<file path="config.mk">
export PLATFORM = sky130hd
export DESIGN_NAME = acpd_regs
export DESIGN_NICKNAME = d
export VERILOG_FILES = /design/src/hw/acpd_pkg.sv /design/src/hw/acpd_spi_port.sv /design/src/hw/acpd_regs.sv
export SDC_FILE = /design/constraint.sdc
export NUM_CORES = 1
export LEC_CHECK = 0
export BUFFER_PORTS_ARGS = -buffer_cell sky130_fd_sc_hd__buf_4
export CORE_UTILIZATION = 58
export DETAILED_ROUTE_END_ITERATION = 12
export PLACE_DENSITY = 0.77
export RECOVER_POWER = 100
export SLEW_MARGIN = 30
export SYNTH_ARGS = -nofsm -noshare
export SYNTH_HDL_FRONTEND = slang
export SYNTH_SLANG_ARGS = --single-unit
</file>
<file path="constraint.sdc">
create_clock -name clk -period 2.6 [get_ports clk]
set_clock_uncertainty 0.2 [all_clocks]
set_input_delay 0.13 -clock clk [delete_from_list [all_inputs] [get_ports clk]]
set_output_delay 0.13 -clock clk [all_outputs]
set_load 0.005 [all_outputs]
</file>
<file path="src/hw/acpd_pkg.sv">
// Package: register map, field positions, encodings and reset values of the converter config bank
package acpd_pkg;
  localparam logic [7:0] ADDR_SOFT_RESET   = 8'h00;
  localparam logic [7:0] ADDR_IF_CONFIG    = 8'h07;
  localparam logic [7:0] ADDR_BLOCK_PDN    = 8'h08;
  localparam logic [7:0] ADDR_BUF_PDN      = 8'h09;
  localparam logic [7:0] ADDR_SLEEP_MASK   = 8'h0D;
  localparam logic [7:0] ADDR_FUSE_LOAD    = 8'h13;

  localparam logic [7:0] RST_VALUE         = 8'h00;
  // Writable bit masks per register; the rest read zero
  localparam logic [7:0] MASK_SOFT_RESET   = 8'h01;
  localparam logic [7:0] MASK_IF_CONFIG    = 8'hEF;
  localparam logic [7:0] MASK_BLOCK_PDN    = 8'h37;
  localparam logic [7:0] MASK_BUF_PDN      = 8'h3F;
  localparam logic [7:0] MASK_SLEEP        = 8'h0E;

  localparam int BIT_SOFT_RESET  = 0;
  localparam int BIT_FUSE_LOAD   = 0;
  localparam int MAP_LSB         = 5;
  localparam int OVR_EN_BIT      = 3;
  localparam int SEL_LSB         = 0;
  localparam int CLKBUF_BIT      = 5;
  localparam int REFAMP_BIT      = 4;
  localparam int CHA_BIT         = 2;
  localparam int CHB_BIT         = 1;
  localparam int SLEEP_BIT       = 0;
  localparam int FRAME_CLOCK_BUF_BIT    = 5;
  localparam int BIT_CLOCK_BUF_BIT    = 4;
  localparam int KEEP_CLKBUF_BIT = 3;
  localparam int KEEP_REFAMP_BIT = 2;
  localparam int BG_OFF_BIT      = 1;

  // Lane mapping codes
  typedef enum logic [2:0] {
    ACPD_MAP_NONE    = 3'h0,
    ACPD_MAP_2W_18   = 3'h1,
    ACPD_MAP_2W_16   = 3'h2,
    ACPD_MAP_1W      = 3'h3,
    ACPD_MAP_HALF    = 3'h4
  } acpd_map_t;

  // Wire mode codes
  typedef enum logic [2:0] {
    ACPD_WIRE_NONE   = 3'h0,
    ACPD_WIRE_2W     = 3'h3,
    ACPD_WIRE_1W     = 3'h4,
    ACPD_WIRE_HALF   = 3'h5
  } acpd_wire_t;

  // Frame phases of the serial control port
  typedef enum logic [1:0] {
    ACPD_S_ADDR = 2'b00,
    ACPD_S_DATA = 2'b01,
    ACPD_S_DONE = 2'b10
  } acpd_spi_state_t;

  localparam int FRAME_BITS = 8;
endpackage : acpd_pkg

</file>
<file path="src/hw/acpd_spi_port.sv">
// Serial control port: 16-bit frames, R/W flag + 7-bit address, then 8 data bits
`timescale 1ns/100ps
module acpd_spi_port (
  input  wire logic       clk,
  input  wire logic       rst,
  input  wire logic       spi_sclk,
  input  wire logic       spi_sen_n,
  input  wire logic       spi_sdio_in,
  output logic            spi_sdout,
  output logic            wr_stb,
  output logic [7:0]      wr_addr,
  output logic [7:0]      wr_data,
  output logic [7:0]      rd_addr,
  input  wire logic [7:0] rd_data
);
  // Two-flop synchronisers for all pins; first stage read only by second
  logic [1:0] sclk_s_q, sen_s_q, sdi_s_q;
  logic       sclk_d1_q;
  logic [1:0] sclk_s_d, sen_s_d, sdi_s_d;
  logic       sclk_d1_d;
  always_comb begin
    sclk_s_d  = {sclk_s_q[0], spi_sclk};
    sen_s_d   = {sen_s_q[0], spi_sen_n};
    sdi_s_d   = {sdi_s_q[0], spi_sdio_in};
    sclk_d1_d = sclk_s_q[1];
  end
  always_ff @(posedge clk) begin
    if (rst) begin
      sclk_s_q  <= 2'h0; // Idle level of the serial clock, so no false edge follows reset
      sen_s_q   <= 2'h3;
      sdi_s_q   <= 2'h0;
      sclk_d1_q <= 1'b0;
    end else begin
      sclk_s_q  <= sclk_s_d;
      sen_s_q   <= sen_s_d;
      sdi_s_q   <= sdi_s_d;
      sclk_d1_q <= sclk_d1_d;
    end
  end

  logic rise, fall, active;
  assign rise   = sclk_s_q[1] & ~sclk_d1_q;
  assign fall   = ~sclk_s_q[1] & sclk_d1_q;
  assign active = ~sen_s_q[1];

  acpd_pkg::acpd_spi_state_t st_q, st_d;
  logic [2:0] cnt_q, cnt_d;
  logic [7:0] sh_q, sh_d, addr_q, addr_d, tx_q, tx_d, wdat_q, wdat_d;
  logic       rdn_q, rdn_d, stb_q, stb_d, so_q, so_d;

  // Frame decode: address byte, then data byte; write on last data bit
  always_comb begin
    st_d   = st_q;
    cnt_d  = cnt_q;
    sh_d   = sh_q;
    addr_d = addr_q;
    rdn_d  = rdn_q;
    tx_d   = tx_q;
    wdat_d = wdat_q;
    so_d   = so_q;
    stb_d  = 1'b0;
    if (!active) begin
      st_d  = acpd_pkg::ACPD_S_ADDR;
      cnt_d = 3'h0;
    end else begin
      if (rise && st_q != acpd_pkg::ACPD_S_DONE) begin
        sh_d  = {sh_q[6:0], sdi_s_q[1]};
        cnt_d = cnt_q + 3'h1;
        if (cnt_q == 3'h7) begin
          unique case (st_q)
            acpd_pkg::ACPD_S_ADDR: begin
              rdn_d  = sh_q[6];
              addr_d = {1'b0, sh_q[5:0], sdi_s_q[1]};
              st_d   = acpd_pkg::ACPD_S_DATA;
            end
            acpd_pkg::ACPD_S_DATA: begin
              wdat_d = {sh_q[6:0], sdi_s_q[1]};
              stb_d  = ~rdn_q;
              st_d   = acpd_pkg::ACPD_S_DONE;
            end
            default: st_d = acpd_pkg::ACPD_S_DONE;
          endcase
        end
      end
      // Read data loads on the fall after the address byte, shifts out MSB first
      if (fall) begin
        if (st_q == acpd_pkg::ACPD_S_DATA && cnt_q == 3'h0) begin
          so_d = rd_data[7];
          tx_d = {rd_data[6:0], 1'b0};
        end else begin
          so_d = tx_q[7];
          tx_d = {tx_q[6:0], 1'b0};
        end
      end
    end
  end
  always_ff @(posedge clk) begin
    if (rst) begin
      st_q   <= acpd_pkg::ACPD_S_ADDR;
      cnt_q  <= 3'h0;
      sh_q   <= 8'h00;
      addr_q <= 8'h00;
      rdn_q  <= 1'b0;
      tx_q   <= 8'h00;
      wdat_q <= 8'h00;
      so_q   <= 1'b0;
      stb_q  <= 1'b0;
    end else begin
      st_q   <= st_d;
      cnt_q  <= cnt_d;
      sh_q   <= sh_d;
      addr_q <= addr_d;
      rdn_q  <= rdn_d;
      tx_q   <= tx_d;
      wdat_q <= wdat_d;
      so_q   <= so_d;
      stb_q  <= stb_d;
    end
  end
  assign spi_sdout = so_q;
  assign wr_stb    = stb_q;
  assign wr_addr   = addr_q;
  assign wr_data   = wdat_q;
  assign rd_addr   = addr_q;
endmodule : acpd_spi_port

</file>
<file path="src/hw/acpd_regs.sv">
// Configuration and power-down register bank of a dual-channel converter
`timescale 1ns/100ps
// Summary of operation
// - Writing one to bit 0 at address 0x00 restores every register to default and the bit clears itself.
// - Lane mapping 001 is 2-wire 18/14-bit, 010 2-wire 16-bit, 011 1-wire, 100 half-wire; others unused.
// - A lane mapping takes effect only when a fuse load is issued through bit 0 of register 0x13.
// - After reset the fuse default mapping applies while the field reads 000 until written.
// - Bit 3 enables the wire-mode override; bits 2 to 0 replace the default only while it is set.
// - Wire mode 011 is 2-wire, 100 1-wire, 101 half-wire; others unused.
// - After reset the fuse default wire mode applies while the select field reads 000 until written.
// - Bit 5 of 0x08 powers down the sampling clock buffer.
// - Bit 4 of 0x08 disables the reference gain amplifier.
// - Bit 2 of 0x08 powers down channel A and bit 1 channel B.
// - Bit 0 of 0x08 enters global sleep, with blocks chosen by the mask at 0x0D.
// - In 0x09 bit 5 turns off the frame clock buffer, bit 4 the bit clock buffer, bits 3 to 0 the lane buffers.
// - The channel A lane 1 buffer is never turned off automatically by narrow wire modes.
// - In global sleep the clock buffer turns off unless its keep mask bit is set.
module acpd_regs (
  input  wire logic       clk,
  input  wire logic       rst,
  input  wire logic       spi_sclk,
  input  wire logic       spi_sen_n,
  input  wire logic       spi_sdio_in,
  input  wire logic [2:0] fuse_lane_map,
  input  wire logic [2:0] fuse_wire_mode,
  output logic            spi_sdout,
  output logic [2:0]      lane_bit_mapping,
  output logic [2:0]      wire_mode,
  output logic            sample_clock_buffer_off,
  output logic            reference_amp_off,
  output logic            bandgap_off,
  output logic            channel_a_off,
  output logic            channel_b_off,
  output logic            chip_wide_sleep,
  output logic            frame_clock_buffer_off,
  output logic            bit_clock_buffer_off,
  output logic            chan_a_lane1_buffer_off,
  output logic            chan_a_lane0_buffer_off,
  output logic            chan_b_lane1_buffer_off,
  output logic            chan_b_lane0_buffer_off
);
  logic       wr_stb;
  logic [7:0] wr_addr, wr_data, rd_addr;
  logic [7:0] rd_data;
  logic       sdout_w;

  acpd_spi_port u_spi (
    .clk        (clk),
    .rst        (rst),
    .spi_sclk   (spi_sclk),
    .spi_sen_n  (spi_sen_n),
    .spi_sdio_in(spi_sdio_in),
    .spi_sdout  (sdout_w),
    .wr_stb     (wr_stb),
    .wr_addr    (wr_addr),
    .wr_data    (wr_data),
    .rd_addr    (rd_addr),
    .rd_data    (rd_data)
  );

  // Software-visible registers
  logic [7:0] if_cfg_q, if_cfg_d, blk_q, blk_d, buf_q, buf_d, mask_q, mask_d;
  // Effective interface settings, latched from fuses or the register
  logic [2:0] map_eff_q, map_eff_d, wire_eff_q, wire_eff_d;
  // Fuse defaults are caught at the first edge after reset release, from already settled synchronisers
  logic       fuse_pend_q, fuse_pend_d;
  logic [2:0] fmap_s1_q, fmap_s2_q, fwire_s1_q, fwire_s2_q;

  // Pins from the fuse block are treated as asynchronous; no reset here, so the
  // synchronisers already hold the fuse values when reset lets go and the first
  // default load cannot pick up a cleared stage
  always_ff @(posedge clk) begin
    fmap_s1_q  <= fuse_lane_map;
    fmap_s2_q  <= fmap_s1_q;
    fwire_s1_q <= fuse_wire_mode;
    fwire_s2_q <= fwire_s1_q;
  end

  logic soft_rst, fuse_load;
  assign soft_rst  = wr_stb && wr_addr == acpd_pkg::ADDR_SOFT_RESET && wr_data[acpd_pkg::BIT_SOFT_RESET];
  assign fuse_load = wr_stb && wr_addr == acpd_pkg::ADDR_FUSE_LOAD && wr_data[acpd_pkg::BIT_FUSE_LOAD];

  // Register writes; soft reset and fuse load clear the port settings
  always_comb begin
    if_cfg_d    = if_cfg_q;
    blk_d       = blk_q;
    buf_d       = buf_q;
    mask_d      = mask_q;
    map_eff_d   = map_eff_q;
    wire_eff_d  = wire_eff_q;
    fuse_pend_d = 1'b0;
    if (soft_rst) begin
      // Reset bit itself is never stored, so it reads back as zero
      if_cfg_d    = acpd_pkg::RST_VALUE;
      blk_d       = acpd_pkg::RST_VALUE;
      buf_d       = acpd_pkg::RST_VALUE;
      mask_d      = acpd_pkg::RST_VALUE;
      fuse_pend_d = 1'b1;
    end else if (fuse_load) begin
      // Load keeps only the interface register, others return to default
      blk_d     = acpd_pkg::RST_VALUE;
      buf_d     = acpd_pkg::RST_VALUE;
      mask_d    = acpd_pkg::RST_VALUE;
      map_eff_d = (if_cfg_q[acpd_pkg::MAP_LSB +: 3] == acpd_pkg::ACPD_MAP_NONE)
                  ? fmap_s2_q : if_cfg_q[acpd_pkg::MAP_LSB +: 3];
    end else if (wr_stb) begin
      unique case (wr_addr)
        acpd_pkg::ADDR_IF_CONFIG:  if_cfg_d = wr_data & acpd_pkg::MASK_IF_CONFIG;
        acpd_pkg::ADDR_BLOCK_PDN:  blk_d    = wr_data & acpd_pkg::MASK_BLOCK_PDN;
        acpd_pkg::ADDR_BUF_PDN:    buf_d    = wr_data & acpd_pkg::MASK_BUF_PDN;
        acpd_pkg::ADDR_SLEEP_MASK: mask_d   = wr_data & acpd_pkg::MASK_SLEEP;
        default: ;
      endcase
    end
    if (fuse_pend_q) begin
      map_eff_d  = fmap_s2_q;
      wire_eff_d = fwire_s2_q;
    end
  end
  always_ff @(posedge clk) begin
    if (rst) begin
      if_cfg_q    <= acpd_pkg::RST_VALUE;
      blk_q       <= acpd_pkg::RST_VALUE;
      buf_q       <= acpd_pkg::RST_VALUE;
      mask_q      <= acpd_pkg::RST_VALUE;
      map_eff_q   <= 3'h0;
      wire_eff_q  <= 3'h0;
      fuse_pend_q <= 1'b1;
    end else begin
      if_cfg_q    <= if_cfg_d;
      blk_q       <= blk_d;
      buf_q       <= buf_d;
      mask_q      <= mask_d;
      map_eff_q   <= map_eff_d;
      wire_eff_q  <= wire_eff_d;
      fuse_pend_q <= fuse_pend_d;
    end
  end

  // Read mux; unmapped addresses read zero
  always_comb begin
    unique case (rd_addr)
      acpd_pkg::ADDR_IF_CONFIG:  rd_data = if_cfg_q;
      acpd_pkg::ADDR_BLOCK_PDN:  rd_data = blk_q;
      acpd_pkg::ADDR_BUF_PDN:    rd_data = buf_q;
      acpd_pkg::ADDR_SLEEP_MASK: rd_data = mask_q;
      default:                   rd_data = acpd_pkg::RST_VALUE;
    endcase
  end

  // Wire mode: override only while enabled with a used code, else fuse default
  function automatic logic wire_code_used(input logic [2:0] c);
    wire_code_used = (c == acpd_pkg::ACPD_WIRE_2W) || (c == acpd_pkg::ACPD_WIRE_1W) ||
                     (c == acpd_pkg::ACPD_WIRE_HALF);
  endfunction : wire_code_used

  logic [2:0] sel;
  logic       sleep;
  assign sel   = if_cfg_q[acpd_pkg::SEL_LSB +: 3];
  assign sleep = blk_q[acpd_pkg::SLEEP_BIT];

  logic [15:0] out_d, out_q;
  // Power-down outputs; sleep gated by the keep mask for the clock buffer and reference amp
  always_comb begin
    out_d[2:0]  = (if_cfg_q[acpd_pkg::OVR_EN_BIT] && wire_code_used(sel)) ? sel : wire_eff_q;
    out_d[5:3]  = map_eff_q;
    out_d[6]    = blk_q[acpd_pkg::CLKBUF_BIT] | (sleep & ~mask_q[acpd_pkg::KEEP_CLKBUF_BIT]);
    out_d[7]    = blk_q[acpd_pkg::REFAMP_BIT] | (sleep & ~mask_q[acpd_pkg::KEEP_REFAMP_BIT]);
    out_d[8]    = sleep & mask_q[acpd_pkg::BG_OFF_BIT];
    out_d[9]    = blk_q[acpd_pkg::CHA_BIT] | sleep;
    out_d[10]   = blk_q[acpd_pkg::CHB_BIT] | sleep;
    out_d[11]   = sleep;
    out_d[15:12] = {buf_q[acpd_pkg::FRAME_CLOCK_BUF_BIT], buf_q[acpd_pkg::BIT_CLOCK_BUF_BIT],
                    buf_q[3], buf_q[2]};
  end
  logic [1:0] bl_d, bl_q;
  assign bl_d = buf_q[1:0];
  always_ff @(posedge clk) begin
    if (rst) begin
      out_q     <= 16'h0000;
      bl_q      <= 2'h0;
      spi_sdout <= 1'b0;
    end else begin
      out_q     <= out_d;
      bl_q      <= bl_d;
      spi_sdout <= sdout_w;
    end
  end
  assign wire_mode               = out_q[2:0];
  assign lane_bit_mapping        = out_q[5:3];
  assign sample_clock_buffer_off = out_q[6];
  assign reference_amp_off       = out_q[7];
  assign bandgap_off             = out_q[8];
  assign channel_a_off           = out_q[9];
  assign channel_b_off           = out_q[10];
  assign chip_wide_sleep         = out_q[11];
  assign frame_clock_buffer_off  = out_q[15];
  assign bit_clock_buffer_off    = out_q[14];
  assign chan_a_lane1_buffer_off = out_q[13];
  assign chan_a_lane0_buffer_off = out_q[12];
  assign chan_b_lane1_buffer_off = bl_q[1];
  assign chan_b_lane0_buffer_off = bl_q[0];
endmodule : acpd_regs

</file>
== Yosys cells after proc, flatten, opt, wreduce, memory -nomap -nowiden ==
Index checks and enable logic that the tools add are counted.

* Bitwise logic cells: 19
* Eq/ne operators: 12
* Reductions and logical operators: 28
* $add $sub $neg: 1
* Muxes and demuxes: 10

{| class="wikitable"
|+ Operators by type and width
! operator !! count
|-
| one-hot mux 8 bit (4 select lines) || 1
|-
| == test 7 x 4 -> 1 bit, second input constant || 3
|-
| 2-to-1 mux 3 bit || 5
|-
| AND reduction 2 bit || 7
|-
| inverter 1 bit || 10
|-
| == test 3 bit, second input constant || 3
|-
| logical NOT 8 bit || 1
|-
| 2-to-1 mux 8 bit || 1
|-
| AND reduction 4 bit || 2
|-
| == test 7 x 3 -> 1 bit, second input constant || 1
|-
| == test 7 x 5 -> 1 bit, second input constant || 1
|-
| logical AND 1 bit || 7
|-
| logical NOT 3 bit || 2
|-
| bitwise AND 1 bit || 5
|-
| OR reduction 5 bit || 1
|-
| != test 2 bit, second input constant || 2
|-
| OR 1 bit || 4
|-
| OR reduction 2 bit || 2
|-
| adder 3 x 1 -> 3 bit, second input constant || 1
|-
| == test 3 x 2 -> 1 bit, second input constant || 1
|-
| AND reduction 3 bit || 1
|-
| OR reduction 3 bit || 1
|-
| == test 2 x 1 -> 1 bit, second input constant || 1
|-
| logical NOT 2 bit || 1
|-
| 4 further kinds || 6
|}

* Output and inout port bits: 19
* Input port bits: 11
* Flip-flop bits (word level): 104
* Logic and storage cells: 97

== Longest topological paths before layout ==
* Depth after elaboration: 6
* Depth in mapped cells: 7
* Gate-level depth less buffers: 6

== By module ==
From an unflattened synthesis, not the netlist that was laid out.

* Cells, all modules: 423
* Area total of the unflattened synthesis: 4,291.6 µm²

{| class="wikitable"
|+ Modules (own cells, without submodules)
! module !! cells each !! instances !! sequential area each (µm²) !! area each (µm²)
|-
| acpd_regs || 249 || 1 || 1,181.1 || 2,467.4
|-
| acpd_spi_port || 174 || 1 || 880.8 || 1,824.2
|}

== Worst setup path after synthesis ==
No wires, ideal clock.

* Path type: reg-to-reg
* Start point: register u_spi.cnt_q[0]
* End point: register u_spi.addr_q[0] (netlist: u_spi.rd_addr[0])
* Setup slack: 0.715 ns
* Data arrival time: 1.557 ns
* Cell stages (with the launch flop): 8
* Required time: 2.272 ns
* Path buffers: 1
* Period minus slack after synthesis: 1.885 ns
* Library setup time: 0.128 ns
* Path through: dfxtp_1 > ha_1 > ha_1 > nand4bb_1 > or3_1 > clkbuf_1 > mux2i_1 > nor2_1

* Word-level cells in the longest chain between the ends: 2

{| class="wikitable"
|+ Ends and longest elaborated chain
! what !! RTL line !! source
|-
| start, declared || acpd_spi_port.sv:47 || <nowiki>logic [2:0] cnt_q, cnt_d;</nowiki>
|-
| start signal, assigned || acpd_spi_port.sv:110 || <nowiki>cnt_q <= cnt_d;</nowiki>
|-
| == test 3 bit || acpd_spi_port.sv:69 || <nowiki>if (cnt_q == 3'h7) begin</nowiki>
|-
| AND reduction 4 bit (no source line) || n/a ||
|-
| end signal, assigned || acpd_spi_port.sv:112 || <nowiki>addr_q <= addr_d;</nowiki>
|-
| end, declared || acpd_spi_port.sv:48 || <nowiki>logic [7:0] sh_q, sh_d, addr_q, addr_d, tx_q, tx_d, wdat_q, wdat_d;</nowiki>
|}

No other way between the ends.
A chain may end at the register's enable or synchronous reset.

== Worst setup path after layout ==
* Start point: register u_spi.cnt_q[0]
* End point: register u_spi.wdat_q[6] (netlist: u_spi.wr_data[6])

* Word-level cells in the longest chain between the ends: 2

{| class="wikitable"
|+ Ends and longest elaborated chain
! what !! RTL line !! source
|-
| == test 3 bit || acpd_spi_port.sv:69 ||
|-
| AND reduction 4 bit (no source line) || n/a ||
|-
| end signal, assigned || acpd_spi_port.sv:115 || <nowiki>wdat_q <= wdat_d;</nowiki>
|-
| end, declared || acpd_spi_port.sv:48 ||
|}

No other way between the ends.

==> impl_summary.log <==
INFO  metric timing.fmax = 438 MHz
INFO  metric path_clk_slew = 0.09 ns
INFO  metric finalHoldViolCount = 0
INFO  metric netlist_area = 3850 µm²
INFO  metric grt_setup_unrepaired = no
INFO  metric path_max_fanout = 9
INFO  metric synthesized_area_per_cell = 10.2 µm²
INFO  metric htree_num_levels = 3
INFO  metric criticalPathCategory = flop to flop
INFO  metric comb_power_share = 2.8%
INFO  metric cap_violations = 0
INFO  metric global_route.usage.total = 22.2%
INFO  metric grt_first_pass_wirelength = 12.2 mm
INFO  metric yosys_register_bits = 103
INFO  metric post_synth_inst_count = 377
INFO  metric setup_slack = 0.318 ns
INFO  metric port_buffers = 29
INFO  metric ys_dominant_reg_cell = dfxtp_1
INFO  metric route.final.wire_length = 7.25 mm
INFO  metric vias_per_cell = 5.65
INFO  metric ir_worst_vdd = 0.000417 V
INFO  metric detailedRoute.firstPassIterationCount = 4
INFO  metric gp_routability_congestion = 0.933
INFO  metric run_status = finished clean
INFO  metric synth_edf_count = 0
INFO  metric core_area = 6390 µm²
INFO  metric powerDensity = 624 nW/µm²
INFO  metric period_needed = 2.28 ns
INFO  metric synth.net_count = 391
INFO  metric layout-drive-gt1-share = 13.8%
INFO  metric layout_commonest_cell = dfxtp_1
INFO  metric route.detailed.drc = 0
INFO  metric relSlewSlack = 9.11%
INFO  metric power.share.switching = 20.4%
INFO  metric p_switching = 559 µW
INFO  metric worstHoldPathType = flop to flop
INFO  metric fin_util = 68.8%
INFO  metric yosys_warnings = 0
INFO  metric detail-route-antenna-nets = 0
INFO  metric chipHeight = 83.5 µm
INFO  metric place_hpwl = 4.99 mm
INFO  metric fp.dieW = 83.5 µm
INFO  metric clk_root_buffer_cell = clkbuf_8
INFO  metric floorplan.initialDensity = 60.3%
INFO  metric layout-area-overhead-vs-synth = 14.1%
INFO  metric num_antenna_cells = 0
INFO  metric tns = 0 ns
INFO  metric tritoncts.num_buffers = 9
INFO  metric timing_max_transition_violations_final = 0
INFO  metric route.vias.total = 2774
INFO  metric tritoncts_num_sinks = 103
INFO  metric place_ws = 0.459 ns
INFO  metric start_kind = flop
INFO  metric cts-root-to-sink-buffers = 2
INFO  metric min_period_over_period = 87.8%
INFO  metric maximum_number_of_pins_on_one_net_before_global_route_repair = 72
INFO  metric clock_network_fraction_of_total_power = 38.4%
INFO  metric ctsResizeCount = 0
INFO  metric layout.cells.most_common_list = dfxtp_1 (103), nor2_1 (65), mux2i_1 (53)
INFO  metric tritoncts = yes
INFO  metric async_set_or_reset_register_ratio_after_synthesis = 0%
INFO  metric worst-slew-pin-transition = 1.36 ns
INFO  metric grt_antenna_before_repair = 0
INFO  metric worstSetupEndpointType = flop
INFO  metric timing.critical_path.required = 2.59 ns
INFO  metric detail_route.wl_per_cell = 14.8 µm
INFO  metric synthDistinctLibCells = 49
INFO  metric power.sequential.fraction = 58.8%
INFO  metric core.rowCount = 29
INFO  metric postCtsSetupBuffers = 0
INFO  metric clkLatencyLatePin = 0.36 ns
INFO  metric report.final.setup_viol = 0
INFO  metric fillerInstances = 519
INFO  metric synth_sequential_area_ratio = 53.5%
INFO  metric grt_remaining_overflow = 0
INFO  metric internal_cell_power = 2.19 mW
INFO  metric nNetsFinal = 423
INFO  metric power.leakage = 1.76 nW
INFO  metric dr.first_iter.drc_count = 134
INFO  metric fin_hold_ws = 0.135 ns
INFO  metric top_level_ports = 30
INFO  metric critical_path_arrival = 2.28 ns
INFO  metric fp.dieArea = 6970 µm²
INFO  metric grt_pass1_vias = 2489
[sequential cells by signal (all words and copies together) (netlist names), 2 cells and up]
name	count
u_spi.sen_s_q	2
fmap_s1_q	3
u_spi.sh_q	7
out_q	16
u_spi.tx_q	7
map_eff_q	3
mask_q	3
fwire_s1_q	3
if_cfg_q	7
u_spi.sclk_s_q	2
blk_q	5
bl_q	2
u_spi.st_q	2
u_spi.wr_data	8
fmap_s2_q	3
buf_q	6
u_spi.cnt_q	3
u_spi.rd_addr	7
wire_eff_q	3
u_spi.sdi_s_q	2
fwire_s2_q	3
[worst paths after layout]
path / startpoint / to / slack [ns] / cells after the start
setup reg to reg: u_spi.cnt_q[0] / u_spi.wr_data[6] / 0.32 / 7
hold reg to reg: fwire_s1_q[1] / fwire_s2_q[1] / 0.14 / 0
setup / recovery: u_spi.cnt_q[0] / u_spi.wr_data[6] / 0.32 / 7
hold / removal: fwire_s1_q[1] / fwire_s2_q[1] / 0.14 / 0
[layer usage]
metal,vias up,share of wire (%),track usage (%)
met5,-,0,0
met4,0,2.8,11.6
met3,18,3.5,3.56
met2,60,46,33.6
met1,1328,48,30.9
li1,1368,-,-
[synthesized netlist by cell type (all sizes together) (2+ instances only)]
library cell / number / share of area [%]
nor3b: 3 / 0.71
a21oi: 15 / 1.9
buf: 6 / 0.88
clkbuf: 16 / 1.6
nand3b: 2 / 0.39
mux2i: 53 / 14
nand4bb: 3 / 0.88
nand3: 8 / 1.0
a21o: 2 / 0.39
nor2: 65 / 6.3
or3: 2 / 0.32
nand4: 2 / 0.32
ha: 3 / 0.97
inv: 6 / 0.58
a211oi: 8 / 1.6
o22ai: 2 / 0.32
o21ai: 7 / 0.91
nor3: 10 / 1.4
nor4: 3 / 0.88
nand2: 5 / 0.49
or3b: 2 / 0.45
dfxtp: 103 / 54
o2bb2ai: 2 / 0.45
nor2b: 19 / 3.1
a22o: 2 / 0.45
nand2b: 6 / 0.97
or2: 3 / 0.49
mux2: 3 / 0.88
[per-stage QoR]
stage	area, µm²	instances	total power [mW]
CTS	4420	491	2.77
global route	4390	491	2.85
floorplan	3850	377	1.69
detailed placement	4120	466	1.72
finish	4390	491	2.74
global placement	4120	466	1.72
[kinds of logic (layout without fill, tap and decap cells)]
group / count (synthesis) / after routing / synth area share, %
AO/OA/AOI/OAI: 45 / 45 / 7.70
XOR/XNOR: 2 / 2 / 0.455
adder cells (fa/ha/maj): 3 / 3 / 0.975
buffers and inverters: 28 / 65 / 3.02
flip-flops: 103 / 103 / 53.5
multiplexers: 56 / 56 / 14.7
AND/OR/NAND/NOR: 140 / 140 / 19.7
[power groups by stage]
stage | clock network [mW] | registers, mW | logic [mW]
detailed placement | 0 | 1.65 | 0.0663
finish | 1.05 | 1.61 | 0.0760
global route | 1.15 | 1.62 | 0.0828
floorplan | 0 | 1.65 | 0.0465
global placement | 0 | 1.65 | 0.0649
CTS | 1.08 | 1.61 | 0.0773
[critical path, cell delays in order, from the launching register on]
cell,delay (ns)
dfxtp_1,0.38
ha_1,0.16
ha_1,0.22
nand3b_1,0.10
nor4_1,0.17
clkbuf_1,0.56
mux2i_1,0.27
nor2_1,0.06
[what timing repair did]
action,4_1_cts,5_1_grt
setup endpoints to repair,0,0
endpoints found under the hold margin,9,0
hold buffers,9,0
[cell type report]
class / count / area, µm² / share of cell area, %
timing repair buffer: 43 / 335 / 7.63
clock buffer: 11 / 131 / 2.99
sequential: 103 / 2060 / 46.9
inverter: 6 / 22.5 / 0.513
multi-input combinational: 246 / 1660 / 37.9
tap: 77 / 96.3 / 2.19
clock inverter: 5 / 82.6 / 1.88
Note: power is estimated with default switching activity, not from simulation.
